==> config.mk <==
export PLATFORM = sky130hd
export DESIGN_NAME = swu_device_flat
export DESIGN_NICKNAME = d
export VERILOG_FILES = /design/src/common/swu_pkg.sv /design/src/common/swu_if.sv /design/src/hdl/swu_device.sv /design/src/flat_wrapper.sv
export SDC_FILE = /design/constraint.sdc
export NUM_CORES = 1
export LEC_CHECK = 0
export BUFFER_PORTS_ARGS = -buffer_cell sky130_fd_sc_hd__buf_4
export CAP_MARGIN = 20
export CORE_ASPECT_RATIO = 0.75
export CORE_MARGIN = 2
export CORE_UTILIZATION = 57
export CTS_CLUSTER_DIAMETER = 120
export DETAILED_ROUTE_END_ITERATION = 8
export PLACE_DENSITY = 0.8
export SYNTH_ARGS = -nofsm -noshare
export SYNTH_HDL_FRONTEND = slang
export SYNTH_SLANG_ARGS = --single-unit
export TNS_END_PERCENT = 5
==> constraint.sdc <==
create_clock -name i_clock -period 4.28 [get_ports i_clock]
set_clock_uncertainty 0.05 [all_clocks]
set_input_delay 0.214 -clock i_clock [delete_from_list [all_inputs] [get_ports i_clock]]
set_output_delay 0.214 -clock i_clock [all_outputs]
set_load 0.02 [all_outputs]
==> src/common/swu_pkg.sv <==
// constants and types for the suspend and warm-up sequencer
// How it works
// - power-down request bit 1 stops all clocks
// - idle request bit 0 freezes cpu clock
// - interrupt or reset clears both request bits
// - bits 3-2 are plain software flags
// - bit 6 selects serial control upper view
// - host writes key 55H then mode bit
// - non-consecutive sequence clears key, no suspend
// - host writes 01H or 02H, then three nops
// - 8-bit key register, zero after reset
// - power warm-up first, then oscillator warm-up
// - 11ms for resets, 64 counts for wake
// - watchdog reset 1000 counts, osc only from sleep
// - power warm-up counts on 2MHz rc tick
// - crystal warm-up 2^17/2^14/2^11/2^8 periods
// - internal rc warm-up always 2^7 periods
// - oscillator type codes 0000, 0001, 1110
// - watchdog enable, sleep option needs enable
// - clock monitor option during warm-up
// - overrange gives interrupt at 1, reset at 0
// - undervoltage reset enable and level select
// - reset pin option: reset or port pin
// - both bits set: power-down only, clear both
// - external irq wakes from power-down
package swu_pkg;
  localparam logic [7:0] SWU_ADDR_POWER_CONTROL = 8'h87;
  localparam logic [7:0] SWU_ADDR_SUSPEND_KEY   = 8'h8E;
  localparam logic [7:0] SWU_KEY_VALUE          = 8'h55;
  localparam logic [7:0] SWU_KEY_RESET          = 8'h00;
  localparam logic [7:0] SWU_POWER_CONTROL_RESET         = 8'h00;
  localparam logic [7:0] SWU_IDLE_OR            = 8'h01;
  localparam logic [7:0] SWU_PD_OR              = 8'h02;
  localparam int SWU_BIT_IDLE   = 0;
  localparam int SWU_BIT_PD     = 1;
  localparam int SWU_BIT_GF_LO  = 2;
  localparam int SWU_BIT_GF_HI  = 3;
  localparam int SWU_BIT_SERIAL_CTRL_VIEW_SELECT  = 6;
  localparam int SWU_BIT_SMOD   = 7;
  localparam logic [7:0] SWU_POWER_CONTROL_WMASK = 8'hCF;
  localparam int SWU_NOP_COUNT  = 3;
  localparam int SWU_CLK_MHZ    = 125;
  localparam int SWU_RC_KHZ     = 2000;
  localparam int SWU_RC_DIV = (SWU_CLK_MHZ * 1000 + SWU_RC_KHZ - 1)
                              / SWU_RC_KHZ;
  localparam int SWU_PWR_LONG_US = 11000;
  localparam int SWU_PWR_LONG_CKS = SWU_PWR_LONG_US * SWU_RC_KHZ / 1000;
  localparam int SWU_PWR_WDT_CKS  = 1000;
  localparam int SWU_PWR_WAKE_CKS = 64;
  localparam int SWU_OSC_XTAL_EXP0 = 17;
  localparam int SWU_OSC_XTAL_EXP1 = 14;
  localparam int SWU_OSC_XTAL_EXP2 = 11;
  localparam int SWU_OSC_XTAL_EXP3 = 8;
  localparam int SWU_OSC_RC_EXP    = 7;
  localparam logic [3:0] SWU_OSC_RC12  = 4'h0;
  localparam logic [3:0] SWU_OSC_RC16  = 4'h1;
  localparam logic [3:0] SWU_OSC_XTAL  = 4'hE;
  localparam logic [1:0] SWU_WMT_RESET = 2'h0;
  typedef enum logic [1:0] {
    SWU_OSC_KIND_RC12 = 2'b00,
    SWU_OSC_KIND_RC16 = 2'b01,
    SWU_OSC_KIND_XTAL = 2'b10
  } swu_osc_kind_t;
  typedef enum logic [2:0] {
    SWU_ST_RUN   = 3'b000,
    SWU_ST_IDLE  = 3'b001,
    SWU_ST_SLEEP = 3'b010,
    SWU_ST_PWR   = 3'b011,
    SWU_ST_OSC   = 3'b100
  } swu_state_t;
  typedef enum logic [1:0] {
    SWU_SRC_COLD = 2'b00,
    SWU_SRC_WDT  = 2'b01,
    SWU_SRC_WAKE = 2'b10
  } swu_src_t;
endpackage

==> src/common/swu_if.sv <==
// interface joining cpu-side host and the sequencer device
`timescale 1ns/10ps
interface swu_if;
  logic       wr_en;
  logic       rd_en;
  logic [7:0] addr;
  logic [7:0] wdata;
  logic       instr_end;
  logic [7:0] rdata;
  logic       cpu_clk_en;
  logic       cpu_hold;
  logic       periph_clk_en;
  logic       sleeping;
  modport device (
    input  wr_en, rd_en, addr, wdata, instr_end,
    output rdata, cpu_clk_en, cpu_hold, periph_clk_en, sleeping
  );
  modport host (
    output wr_en, rd_en, addr, wdata, instr_end,
    input  rdata, cpu_clk_en, cpu_hold, periph_clk_en, sleeping
  );
endinterface

==> src/hdl/swu_device.sv <==
// suspend control registers and warm-up sequencer
`timescale 1ns/10ps
module swu_device
  import swu_pkg::*;
#(
  parameter int PWR_LONG_CKS = SWU_PWR_LONG_CKS,
  parameter int RC_DIV       = SWU_RC_DIV
) (
  input  wire logic       i_clock,
  input  wire logic       i_nrst,
  swu_if.device           bus,
  input  wire logic       i_irq,
  input  wire logic       i_ext_irq_zero,
  input  wire logic       i_wdt_overflow,
  input  wire logic       i_pc_overrange_event,
  input  wire logic       i_undervoltage_low,
  input  wire logic       i_pin_reset_n,
  input  wire logic [3:0] i_osc_type_option,
  input  wire logic [1:0] i_osc_warmup_length_option,
  input  wire logic       i_watchdog_enable_option,
  input  wire logic       i_watchdog_in_sleep_option,
  input  wire logic       i_clock_monitor_warmup_option,
  input  wire logic       i_overrange_action_option,
  input  wire logic       i_undervoltage_enable_option,
  input  wire logic       i_undervoltage_level_option,
  input  wire logic       i_reset_pin_option,
  output logic            o_watchdog_run,
  output logic            o_clock_monitor_on,
  output logic            o_overrange_irq,
  output logic            o_undervoltage_level,
  output logic            o_shared_port_in,
  output logic            o_serial_ctrl_view_select,
  output logic [1:0]      o_software_flags,
  output logic            o_osc_enable,
  output logic            o_cpu_reset
);
  localparam int PW = 32;
  logic [1:0] pin_sync_reg, uv_sync_reg, ext_sync_reg;
  logic [7:0] key_reg, key_next, power_control_reg, power_control_next;
  logic       armed_reg;
  swu_state_t state_reg, state_next;
  swu_src_t   src_reg;
  logic [PW-1:0] cnt_reg;
  logic [$clog2(RC_DIV+1)-1:0] div_reg;
  logic [3:0] osc_sel_reg;
  logic       osc_needed_reg;
  logic       rc_tick, pin_rst, uv_rst, wdt_rst, ovl_rst, any_rst;
  logic       wr_key, wr_power_control, mode_set, warm;
  logic       cnt_done, wake_ev;
  logic       wdt_only;
  swu_state_t state_out;
  logic [7:0] power_control_out;
  logic [PW-1:0] pwr_len, osc_len;
  swu_osc_kind_t osc_kind;
  function automatic swu_osc_kind_t osc_decode(input logic [3:0] code);
    case (code)
      SWU_OSC_RC16: osc_decode = SWU_OSC_KIND_RC16;
      SWU_OSC_XTAL: osc_decode = SWU_OSC_KIND_XTAL;
      default:      osc_decode = SWU_OSC_KIND_RC12;
    endcase
  endfunction
  function automatic logic [PW-1:0] osc_periods(input swu_osc_kind_t k,
                                                input logic [1:0] w);
    if (k != SWU_OSC_KIND_XTAL) begin
      osc_periods = PW'(1) << SWU_OSC_RC_EXP;
    end else begin
      case (w)
        2'h0:    osc_periods = PW'(1) << SWU_OSC_XTAL_EXP0;
        2'h1:    osc_periods = PW'(1) << SWU_OSC_XTAL_EXP1;
        2'h2:    osc_periods = PW'(1) << SWU_OSC_XTAL_EXP2;
        default: osc_periods = PW'(1) << SWU_OSC_XTAL_EXP3;
      endcase
    end
  endfunction
  assign osc_kind = osc_decode(osc_sel_reg);
  assign osc_len  = osc_periods(osc_kind, i_osc_warmup_length_option);
  assign pin_rst  = ~i_reset_pin_option & ~pin_sync_reg[1];
  assign uv_rst   = i_undervoltage_enable_option & uv_sync_reg[1];
  assign wdt_rst  = i_watchdog_enable_option & i_wdt_overflow &
                    (state_reg != SWU_ST_SLEEP |
                     i_watchdog_in_sleep_option);
  assign ovl_rst  = ~i_overrange_action_option &
                    i_pc_overrange_event;
  assign any_rst  = pin_rst | uv_rst | wdt_rst | ovl_rst;
  assign wake_ev  = ext_sync_reg[1] | i_irq;
  assign warm     = state_reg == SWU_ST_PWR | state_reg == SWU_ST_OSC;
  assign wr_key   = bus.wr_en & bus.addr == SWU_ADDR_SUSPEND_KEY & ~warm;
  assign wr_power_control  = bus.wr_en & bus.addr == SWU_ADDR_POWER_CONTROL & ~warm;
  assign mode_set = wr_power_control &
                    (bus.wdata[SWU_BIT_PD] | bus.wdata[SWU_BIT_IDLE]);
  assign rc_tick  = div_reg == '0;
  assign cnt_done = cnt_reg == '0;
  assign wdt_only = wdt_rst & ~pin_rst & ~uv_rst;
  assign pwr_len  = wdt_only ? PW'(SWU_PWR_WDT_CKS)
                             : PW'(PWR_LONG_CKS);
  // outputs follow a reset at once, so no stray cpu clock cycle
  assign state_out = any_rst ? SWU_ST_PWR : state_next;
  assign power_control_out  = any_rst ? SWU_POWER_CONTROL_RESET : power_control_next;
  always_comb begin
    key_next  = key_reg;
    power_control_next = power_control_reg;
    if (wr_key) key_next = bus.wdata;
    if (wr_power_control) begin
      power_control_next = bus.wdata & SWU_POWER_CONTROL_WMASK;
    end
    if (bus.instr_end & armed_reg & ~wr_power_control) begin
      key_next = SWU_KEY_RESET;
    end
    if (mode_set & ~(armed_reg & key_reg == SWU_KEY_VALUE)) begin
      power_control_next[SWU_BIT_PD]   = 1'b0;
      power_control_next[SWU_BIT_IDLE] = 1'b0;
    end
    if (wake_ev & state_reg != SWU_ST_RUN) begin
      power_control_next[SWU_BIT_PD]   = 1'b0;
      power_control_next[SWU_BIT_IDLE] = 1'b0;
      key_next = SWU_KEY_RESET;
    end
  end
  always_comb begin
    state_next = state_reg;
    case (state_reg)
      SWU_ST_RUN: begin
        if (power_control_reg[SWU_BIT_PD]) state_next = SWU_ST_SLEEP;
        else if (power_control_reg[SWU_BIT_IDLE]) state_next = SWU_ST_IDLE;
      end
      SWU_ST_IDLE:  if (wake_ev) state_next = SWU_ST_RUN;
      SWU_ST_SLEEP: if (ext_sync_reg[1]) state_next = SWU_ST_PWR;
      SWU_ST_PWR: if (rc_tick & cnt_done) begin
        state_next = osc_needed_reg ? SWU_ST_OSC : SWU_ST_RUN;
      end
      SWU_ST_OSC: if (cnt_done) state_next = SWU_ST_RUN;
      default: state_next = SWU_ST_RUN;
    endcase
  end
  always_ff @(posedge i_clock or negedge i_nrst) begin
    if (!i_nrst) begin
      pin_sync_reg <= 2'b11;
      uv_sync_reg  <= 2'b00;
      ext_sync_reg <= 2'b00;
    end else begin
      pin_sync_reg <= {pin_sync_reg[0], i_pin_reset_n};
      uv_sync_reg  <= {uv_sync_reg[0], i_undervoltage_low};
      ext_sync_reg <= {ext_sync_reg[0], i_ext_irq_zero};
    end
  end
  // any reset restarts the sequence; power_control and key return to zero
  always_ff @(posedge i_clock or negedge i_nrst) begin
    if (!i_nrst) begin
      key_reg   <= SWU_KEY_RESET;
      power_control_reg  <= SWU_POWER_CONTROL_RESET;
      armed_reg <= 1'b0;
      osc_sel_reg <= SWU_OSC_RC12;
    end else if (any_rst) begin
      key_reg   <= SWU_KEY_RESET;
      power_control_reg  <= SWU_POWER_CONTROL_RESET;
      armed_reg <= 1'b0;
    end else begin
      key_reg   <= key_next;
      power_control_reg  <= power_control_next;
      if (wr_key) armed_reg <= bus.wdata == SWU_KEY_VALUE;
      else if (bus.instr_end) armed_reg <= 1'b0;
      // options are sampled once the cpu is held, so a change cannot
      // corrupt a running warm-up
      if (state_reg == SWU_ST_PWR) osc_sel_reg <= i_osc_type_option;
    end
  end
  always_ff @(posedge i_clock or negedge i_nrst) begin
    if (!i_nrst) begin
      state_reg      <= SWU_ST_PWR;
      src_reg        <= SWU_SRC_COLD;
      osc_needed_reg <= 1'b1;
      cnt_reg        <= PW'(PWR_LONG_CKS);
      div_reg        <= '0;
    end else if (any_rst) begin
      state_reg      <= SWU_ST_PWR;
      src_reg        <= wdt_only ? SWU_SRC_WDT : SWU_SRC_COLD;
      osc_needed_reg <= ~wdt_only | state_reg == SWU_ST_SLEEP;
      cnt_reg        <= pwr_len;
      div_reg        <= '0;
    end else begin
      state_reg <= state_next;
      div_reg   <= rc_tick ? ($bits(div_reg))'(RC_DIV - 1)
                           : div_reg - 1'b1;
      if (state_reg == SWU_ST_SLEEP & state_next == SWU_ST_PWR) begin
        src_reg        <= SWU_SRC_WAKE;
        osc_needed_reg <= 1'b1;
        cnt_reg        <= PW'(SWU_PWR_WAKE_CKS);
      end else if (state_reg == SWU_ST_PWR & state_next == SWU_ST_OSC) begin
        cnt_reg <= osc_len;
      end else if (state_reg == SWU_ST_PWR & rc_tick & ~cnt_done) begin
        cnt_reg <= cnt_reg - 1'b1;
      end else if (state_reg == SWU_ST_OSC & ~cnt_done) begin
        cnt_reg <= cnt_reg - 1'b1;
      end
    end
  end
  always_ff @(posedge i_clock or negedge i_nrst) begin
    if (!i_nrst) begin
      bus.rdata         <= 8'h00;
      bus.cpu_clk_en    <= 1'b0;
      bus.cpu_hold      <= 1'b1;
      bus.periph_clk_en <= 1'b0;
      bus.sleeping      <= 1'b0;
      o_watchdog_run    <= 1'b0;
      o_clock_monitor_on <= 1'b1;
      o_overrange_irq   <= 1'b0;
      o_undervoltage_level <= 1'b0;
      o_shared_port_in  <= 1'b1;
      o_serial_ctrl_view_select <= 1'b0;
      o_software_flags  <= 2'b00;
      o_osc_enable      <= 1'b0;
      o_cpu_reset       <= 1'b1;
    end else begin
      bus.rdata <= bus.rd_en & bus.addr == SWU_ADDR_SUSPEND_KEY ? key_reg :
                   bus.rd_en & bus.addr == SWU_ADDR_POWER_CONTROL ?
                   power_control_reg : 8'h00;
      bus.cpu_clk_en    <= state_out == SWU_ST_RUN;
      bus.cpu_hold      <= state_out == SWU_ST_PWR |
                           state_out == SWU_ST_OSC;
      bus.periph_clk_en <= state_out == SWU_ST_RUN |
                           state_out == SWU_ST_IDLE;
      bus.sleeping      <= state_out == SWU_ST_SLEEP;
      o_watchdog_run    <= i_watchdog_enable_option &
                           (state_out != SWU_ST_SLEEP |
                            i_watchdog_in_sleep_option);
      o_clock_monitor_on <= ~(warm & i_clock_monitor_warmup_option);
      o_overrange_irq   <= i_overrange_action_option &
                           i_pc_overrange_event;
      o_undervoltage_level <= i_undervoltage_level_option;
      o_shared_port_in  <= pin_sync_reg[1] | ~i_reset_pin_option;
      o_serial_ctrl_view_select <= power_control_out[SWU_BIT_SERIAL_CTRL_VIEW_SELECT];
      o_software_flags  <= power_control_out[SWU_BIT_GF_HI:SWU_BIT_GF_LO];
      o_osc_enable      <= state_out != SWU_ST_SLEEP &
                           state_out != SWU_ST_PWR;
      o_cpu_reset       <= any_rst |
                           (o_cpu_reset & state_out != SWU_ST_RUN &
                            src_reg != SWU_SRC_WAKE);
    end
  end
endmodule

==> src/flat_wrapper.sv <==
// flat-port wrapper written by rule: the top's interface ports become plain ports
module swu_device_flat import swu_pkg::*;
#(
  parameter int PWR_LONG_CKS = SWU_PWR_LONG_CKS,
  parameter int RC_DIV       = SWU_RC_DIV
)
  (i_clock, i_nrst, i_irq, i_ext_irq_zero, i_wdt_overflow, i_pc_overrange_event, i_undervoltage_low, i_pin_reset_n, i_osc_type_option, i_osc_warmup_length_option, i_watchdog_enable_option, i_watchdog_in_sleep_option, i_clock_monitor_warmup_option, i_overrange_action_option, i_undervoltage_enable_option, i_undervoltage_level_option, i_reset_pin_option, o_watchdog_run, o_clock_monitor_on, o_overrange_irq, o_undervoltage_level, o_shared_port_in, o_serial_ctrl_view_select, o_software_flags, o_osc_enable, o_cpu_reset, bus_wr_en, bus_rd_en, bus_addr, bus_wdata, bus_instr_end, bus_rdata, bus_cpu_clk_en, bus_cpu_hold, bus_periph_clk_en, bus_sleeping);
  swu_if bus_i ();
  input  wire logic i_clock;
  input  wire logic i_nrst;
  input  wire logic i_irq;
  input  wire logic i_ext_irq_zero;
  input  wire logic i_wdt_overflow;
  input  wire logic i_pc_overrange_event;
  input  wire logic i_undervoltage_low;
  input  wire logic i_pin_reset_n;
  input  wire logic [3:0] i_osc_type_option;
  input  wire logic [1:0] i_osc_warmup_length_option;
  input  wire logic i_watchdog_enable_option;
  input  wire logic i_watchdog_in_sleep_option;
  input  wire logic i_clock_monitor_warmup_option;
  input  wire logic i_overrange_action_option;
  input  wire logic i_undervoltage_enable_option;
  input  wire logic i_undervoltage_level_option;
  input  wire logic i_reset_pin_option;
  output logic o_watchdog_run;
  output logic o_clock_monitor_on;
  output logic o_overrange_irq;
  output logic o_undervoltage_level;
  output logic o_shared_port_in;
  output logic o_serial_ctrl_view_select;
  output logic [1:0] o_software_flags;
  output logic o_osc_enable;
  output logic o_cpu_reset;
  input wire logic [$bits(bus_i.wr_en)-1:0] bus_wr_en;
  input wire logic [$bits(bus_i.rd_en)-1:0] bus_rd_en;
  input wire logic [$bits(bus_i.addr)-1:0] bus_addr;
  input wire logic [$bits(bus_i.wdata)-1:0] bus_wdata;
  input wire logic [$bits(bus_i.instr_end)-1:0] bus_instr_end;
  output wire logic [$bits(bus_i.rdata)-1:0] bus_rdata;
  output wire logic [$bits(bus_i.cpu_clk_en)-1:0] bus_cpu_clk_en;
  output wire logic [$bits(bus_i.cpu_hold)-1:0] bus_cpu_hold;
  output wire logic [$bits(bus_i.periph_clk_en)-1:0] bus_periph_clk_en;
  output wire logic [$bits(bus_i.sleeping)-1:0] bus_sleeping;
  assign bus_i.wr_en = bus_wr_en;
  assign bus_i.rd_en = bus_rd_en;
  assign bus_i.addr = bus_addr;
  assign bus_i.wdata = bus_wdata;
  assign bus_i.instr_end = bus_instr_end;
  assign bus_rdata = bus_i.rdata;
  assign bus_cpu_clk_en = bus_i.cpu_clk_en;
  assign bus_cpu_hold = bus_i.cpu_hold;
  assign bus_periph_clk_en = bus_i.periph_clk_en;
  assign bus_sleeping = bus_i.sleeping;
  swu_device #(.PWR_LONG_CKS(PWR_LONG_CKS), .RC_DIV(RC_DIV)) u_core (.i_clock(i_clock), .i_nrst(i_nrst), .bus(bus_i), .i_irq(i_irq), .i_ext_irq_zero(i_ext_irq_zero), .i_wdt_overflow(i_wdt_overflow), .i_pc_overrange_event(i_pc_overrange_event), .i_undervoltage_low(i_undervoltage_low), .i_pin_reset_n(i_pin_reset_n), .i_osc_type_option(i_osc_type_option), .i_osc_warmup_length_option(i_osc_warmup_length_option), .i_watchdog_enable_option(i_watchdog_enable_option), .i_watchdog_in_sleep_option(i_watchdog_in_sleep_option), .i_clock_monitor_warmup_option(i_clock_monitor_warmup_option), .i_overrange_action_option(i_overrange_action_option), .i_undervoltage_enable_option(i_undervoltage_enable_option), .i_undervoltage_level_option(i_undervoltage_level_option), .i_reset_pin_option(i_reset_pin_option), .o_watchdog_run(o_watchdog_run), .o_clock_monitor_on(o_clock_monitor_on), .o_overrange_irq(o_overrange_irq), .o_undervoltage_level(o_undervoltage_level), .o_shared_port_in(o_shared_port_in), .o_serial_ctrl_view_select(o_serial_ctrl_view_select), .o_software_flags(o_software_flags), .o_osc_enable(o_osc_enable), .o_cpu_reset(o_cpu_reset));
endmodule
Word level (Yosys, flattened, before mapping). Index checks and enable logic that the tools add are counted.

Add/sub/neg operators: 2. Multipliers: 0. Div/mod/pow operators: 0. $lt $le $gt $ge: 0. Eq/ne operators: 23. Shift-type cells: 0. Mux-type cells: 38. Bitwise operators: 56. Reduce and logical (&&, ||, !) cells: 14.

Operator list (number): two-way mux 32 bit (5); two-way mux 8 bit (8); case mux 18 bit (3 select lines) (1); logical NOT 32 bit (1); subtractor 32 x 1 -> 32 bit, second input constant (1); AND 1 bit (31); two-way mux 3 bit (8); two-way mux 18 bit (1); equality test 8 x 7 -> 1 bit, second input constant (2); equality test 8 bit, second input constant (2); equality test 3 x 2 -> 1 bit, second input constant (5); two-way mux 15 bit (1); case mux 3 bit (5 select lines) (1); bitwise OR 1 bit (13); two-way mux 6 bit (2); NOT 1 bit (12); equality test 3 bit, second input constant (3); inequality test 3 x 2 -> 1 bit, second input constant (3); nonzero test 3 bit (3); two-way mux 2 bit (4); nonzero test 4 bit (2); equality test 3 x 1 -> 1 bit, second input constant (2); logical NOT 3 bit (2); logical NOT 6 bit (1); 12 further kinds (19).

Register bits after elaboration: 93. Latch bits: 0. RAM bits: 0. Memory bits (read-only): 0. Bits of input ports: 40. Output and inout bits: 22. Word-level logic and storage cells: 161. Memories kept: 0.

Longest topological paths before layout.
Depth after elaboration: 10. Mapped depth: 9. Depth with buffers taken out: 8.

Worst setup path before layout. Ideal clock, no wire load.

Path kind: reg-to-reg. Start point: register u_core.cnt_reg[0]. End point: register u_core.cnt_reg[11]. Setup time: 0.080 ns. Data arrival time: 2.870 ns. Data required time: 4.150 ns. Setup slack: 1.281 ns. Cell stages (with the launch flop): 8. Period minus slack after synthesis: 2.999 ns. Cell sequence: dfrtp_1 -> inv_1 -> ha_1 -> or4b_2 -> or4_4 -> or4_4 -> or4_4 -> o22ai_2.

Cells in the longest elaborated chain, start to end: 9. Elaborated cells on any way between the ends: 19. Those cells by class: 1 x add/sub; 2 x eq/ne; 8 x mux; 6 x bitwise; 2 x reduce/logical.

RTL lines: start: declaration (RTL line swu_device.sv:43) `logic [PW-1:0] cnt_reg;`; start signal: assignment (RTL line swu_device.sv:172) `cnt_reg <= PW'(PWR_LONG_CKS);`; start signal: assignment (RTL line swu_device.sv:178) `cnt_reg <= pwr_len;`; start signal: assignment (RTL line swu_device.sv:187) `cnt_reg <= PW'(SWU_PWR_WAKE_CKS);`; parallel branches: the longest is 9 deep, another holds subtractor 32 x 1 -> 32 bit.

Several ways; the timed one is not identified. The select of a mux whose other input is x is not followed. A chain may end at the register's enable or synchronous reset.

Final worst setup path.
Start point: register u_core.cnt_reg[0]. End point: register u_core.cnt_reg[30].

The elaborated chain is that of the path after synthesis.

==> flow_summary.json <==
{
  "cts_buffer_depth": 2,
  "skew_pair_late_insertion_delay_ns": 0.36,
  "finalCoreUtilization_pct": 69.84,
  "synth_area_mm2": 0.004247,
  "syn_nets": 448,
  "rr_startpoint": "u_core.cnt_reg[0]",
  "destination_of_the_worst_register_to_register_timing_path": "u_core.cnt_reg[30]",
  "max_slew_margin_pct": 39.83,
  "synth_cells": 405,
  "power.ir.vdd_worst_v": 0.0002475,
  "placement_rows": 27,
  "grt_setup_unrepaired": "no",
  "fmax_mhz": 305.5,
  "wire_length_of_the_first_global_routing_pass_um": 15670,
  "pin_count_of_the_biggest_net_entering_global_routing": 52,
  "synthesized_area_divided_by_synthesized_cell_count_um2": 10.49,
  "die-height_um": 78.75,
  "cts-htree-levels": 3,
  "drt-wirelength-per-cell_um": 15.87,
  "routed_wirelength_um": 9158,
  "drcViolationCount": 0,
  "hold_sp": "i_pc_overrange_event",
  "timing.critical_path.arrival_ns": 3.46,
  "placeableCoreArea_mm2": 0.007297,
  "synth.lib_cells_used.distinct": 59,
  "congestion_overflow_gr": 0,
  "hp-class": "input pin to register",
  "ant_nets": 0,
  "floorplan.io_pins": 62,
  "criticalPathCategory": "register to register",
  "synth.yosys.warnings": 0,
  "cp-start-kind": "register",
  "dpl.hpwl_um": 6446,
  "final_nets": 514,
  "p_per_cell_area_mw_per_mm2": 422.9,
  "worstPathMaxFanout": 10,
  "antenna_cells_inserted": 0,
  "finalHoldViolations": 0,
  "initial_core_util_pct": 58.20,
  "post_cts_resized": 0,
  "synth_top_cell_by_area": "dfrtp_1",
  "yosys_register_bits": 88,
  "path_depth_of_the_worst_reg2reg_path": 8,
  "p_leak_nw": 2.295,
  "setup-tns-final_ns": 0,
  "initialDrtViolationCount": 175,
  "via_count_of_the_first_global_routing_pass": 3245,
  "routed-via-count": 3329,
  "io_buffer_count": 61,
  "gpl.final_weighted_congestion": 0.9032,
  "synth_top_cells_by_area": "dfrtp_1, dfstp_2, nor2_1, xnor2_1, nor3_1",
  "worst_pin_slew_ns": 0.8943,
  "ys_top_cells_by_count": "dfrtp_1, nor2_1, nor3_1",
  "post_route_cells_drive_above_1_share_pct": 25.21,
  "period_minus_slack_ns": 3.273,
  "largest_register_ffs": 32,
  "asyncSetResetFlopFracSynth_pct": 100.0,
  "die_x_um": 103.7,
  "synth_largest_type_area_fraction_pct": 41.84,
  "root_buffer_selected_by_cts": "clkbuf_8",
  "hold_path_end": "u_core.o_overrange_irq",
  "status": "finished, final reports clean",
  "synth-edff-count": 0,
  "ff2ff_setup_slack_ns": 1.01,
  "max_cap_violations": 0,
  "design.die.area_mm2": 0.008164,
  "antenna_found_initial": 0,
  "area_growth_pct": 20.01,
  "post_drt_via_cell_ratio": 5.769,
  "worst-endpoint-required_ns": 4.46,
  "cts_tree": "built",
  "timing.final.setup_violations": 0,
  "synthFlopType": "dfrtp_1",
  "cts.sink_count": 88,
  "yosys.cell_count.top_type": "dfrtp_1",
  "total_track_usage_pct": 24.09,
  "cts_inserted_buffers": 9,
  "detailedRoute.firstPassIterationCount": 5,
  "yosysSeqAreaShare_pct": 52.36,
  "slew_violations": 0,
  "post-route-period-util_pct": 76.48,
  "worstSetupEndpointType": "register",
  "min_path_cells": 2,
  "clk_pin_slew_ns": 0.09
}
routing by layer:
| layer | vias up | track usage, % | routed length (um) |
|---|---|---|---|
| met5 | - | 0 | 0 |
| met4 | 0 | 5.135 | 47 |
| met3 | 6 | 6.158 | 599 |
| met2 | 111 | 37.42 | 4220 |
| met1 | 1603 | 34.74 | 4291 |
| li1 | 1609 | - | - |
cells by family after synthesis:
family          count (synthesis)  share of synthesized area (%)
compound gates                 67                          11.67
xor+xnor                       25                          5.156
fa+ha+maj                       3                         0.8840
buf+inv                        27                          2.622
flops                          88                          52.36
mux                            12                          2.976
simple gates                  183                          24.34
area by class of cell:
type                            count  area [um^2]
Clock buffer                       10        137.6
Clock inverter                      6        91.34
Fill cell                         545         2201
Inverter                            8        30.03
Multi-Input combinational cell    290         1912
Sequential cell                    88         2223
Tap cell                          101        126.4
Timing Repair Buffer               74        575.6
power breakdown:
group / internal (mW) / switching [mW]
Combinational: 0.206 / 0.327
Sequential: 0.908 / 0.0654
Clock: 0.348 / 0.301
Total: 1.46 / 0.693
metrics by stage:
stage | hold slack (ns) | total power, mW | area (um^2) | worst slack (ns) | cells
6_report | 0.01428 | 2.155 | 5096 | 1.007 | 577
5_1_grt | 0.004334 | 2.277 | 5096 | 0.7594 | 577
4_1_cts | 0.006605 | 2.163 | 5096 | 1.007 | 577
3_5_place_dp | 0.1500 | 1.511 | 4787 | 1.020 | 553
3_3_place_gp | 0.1525 | 1.496 | 4787 | 1.075 | 553
2_1_floorplan | -0.1316 | 1.343 | 4247 | 1.281 | 405
cell usage in the layout, fill, tap and decap left out, types with 8 or more instances in the layout:
cell type	netlist	final
dlygate4sd3_1	0	8
a22o_1	14	14
nor2_1	45	45
xnor2_1	16	16
buf_4	2	66
clkbuf_8	0	10
dfrtp_1	71	71
nor4_1	12	12
a21oi_1	18	18
nand3_1	9	9
xor2_1	9	9
inv_1	8	8
dfstp_2	17	17
nand2_1	19	19
nor3_1	26	26
critical path: stages (launching register included):
cell and delay (ns):
dfrtp_1 0.42, inv_1 0.07, ha_1 0.17, or4b_2 0.60
nor4_1 0.59, o2111ai_1 0.56, nor4b_1 0.46, xnor2_1 0.16
nor2_1 0.05
worst max path at each step:
stage / cells past startpoint / slack [ns] / end / from
after global routing: 8 / 0.76 / u_core.cnt_reg[30] / u_core.cnt_reg[0]
after detailed placement: 8 / 1.02 / u_core.cnt_reg[17] / u_core.cnt_reg[0]
after floorplan: 7 / 1.28 / u_core.cnt_reg[11] / u_core.cnt_reg[0]
final: 8 / 1.01 / u_core.cnt_reg[30] / u_core.cnt_reg[0]
after CTS: 8 / 1.01 / u_core.cnt_reg[17] / u_core.cnt_reg[0]
after global placement: 8 / 1.07 / u_core.cnt_reg[17] / u_core.cnt_reg[0]
timing repair:
| action | 4_1_cts | 5_1_grt |
|---|---|---|
| setup buffers | 0 | 0 |
| hold buffers | 8 | 0 |
| endpoints found under the hold margin | 44 | 0 |
Note: power is estimated with default switching activity, not from simulation.
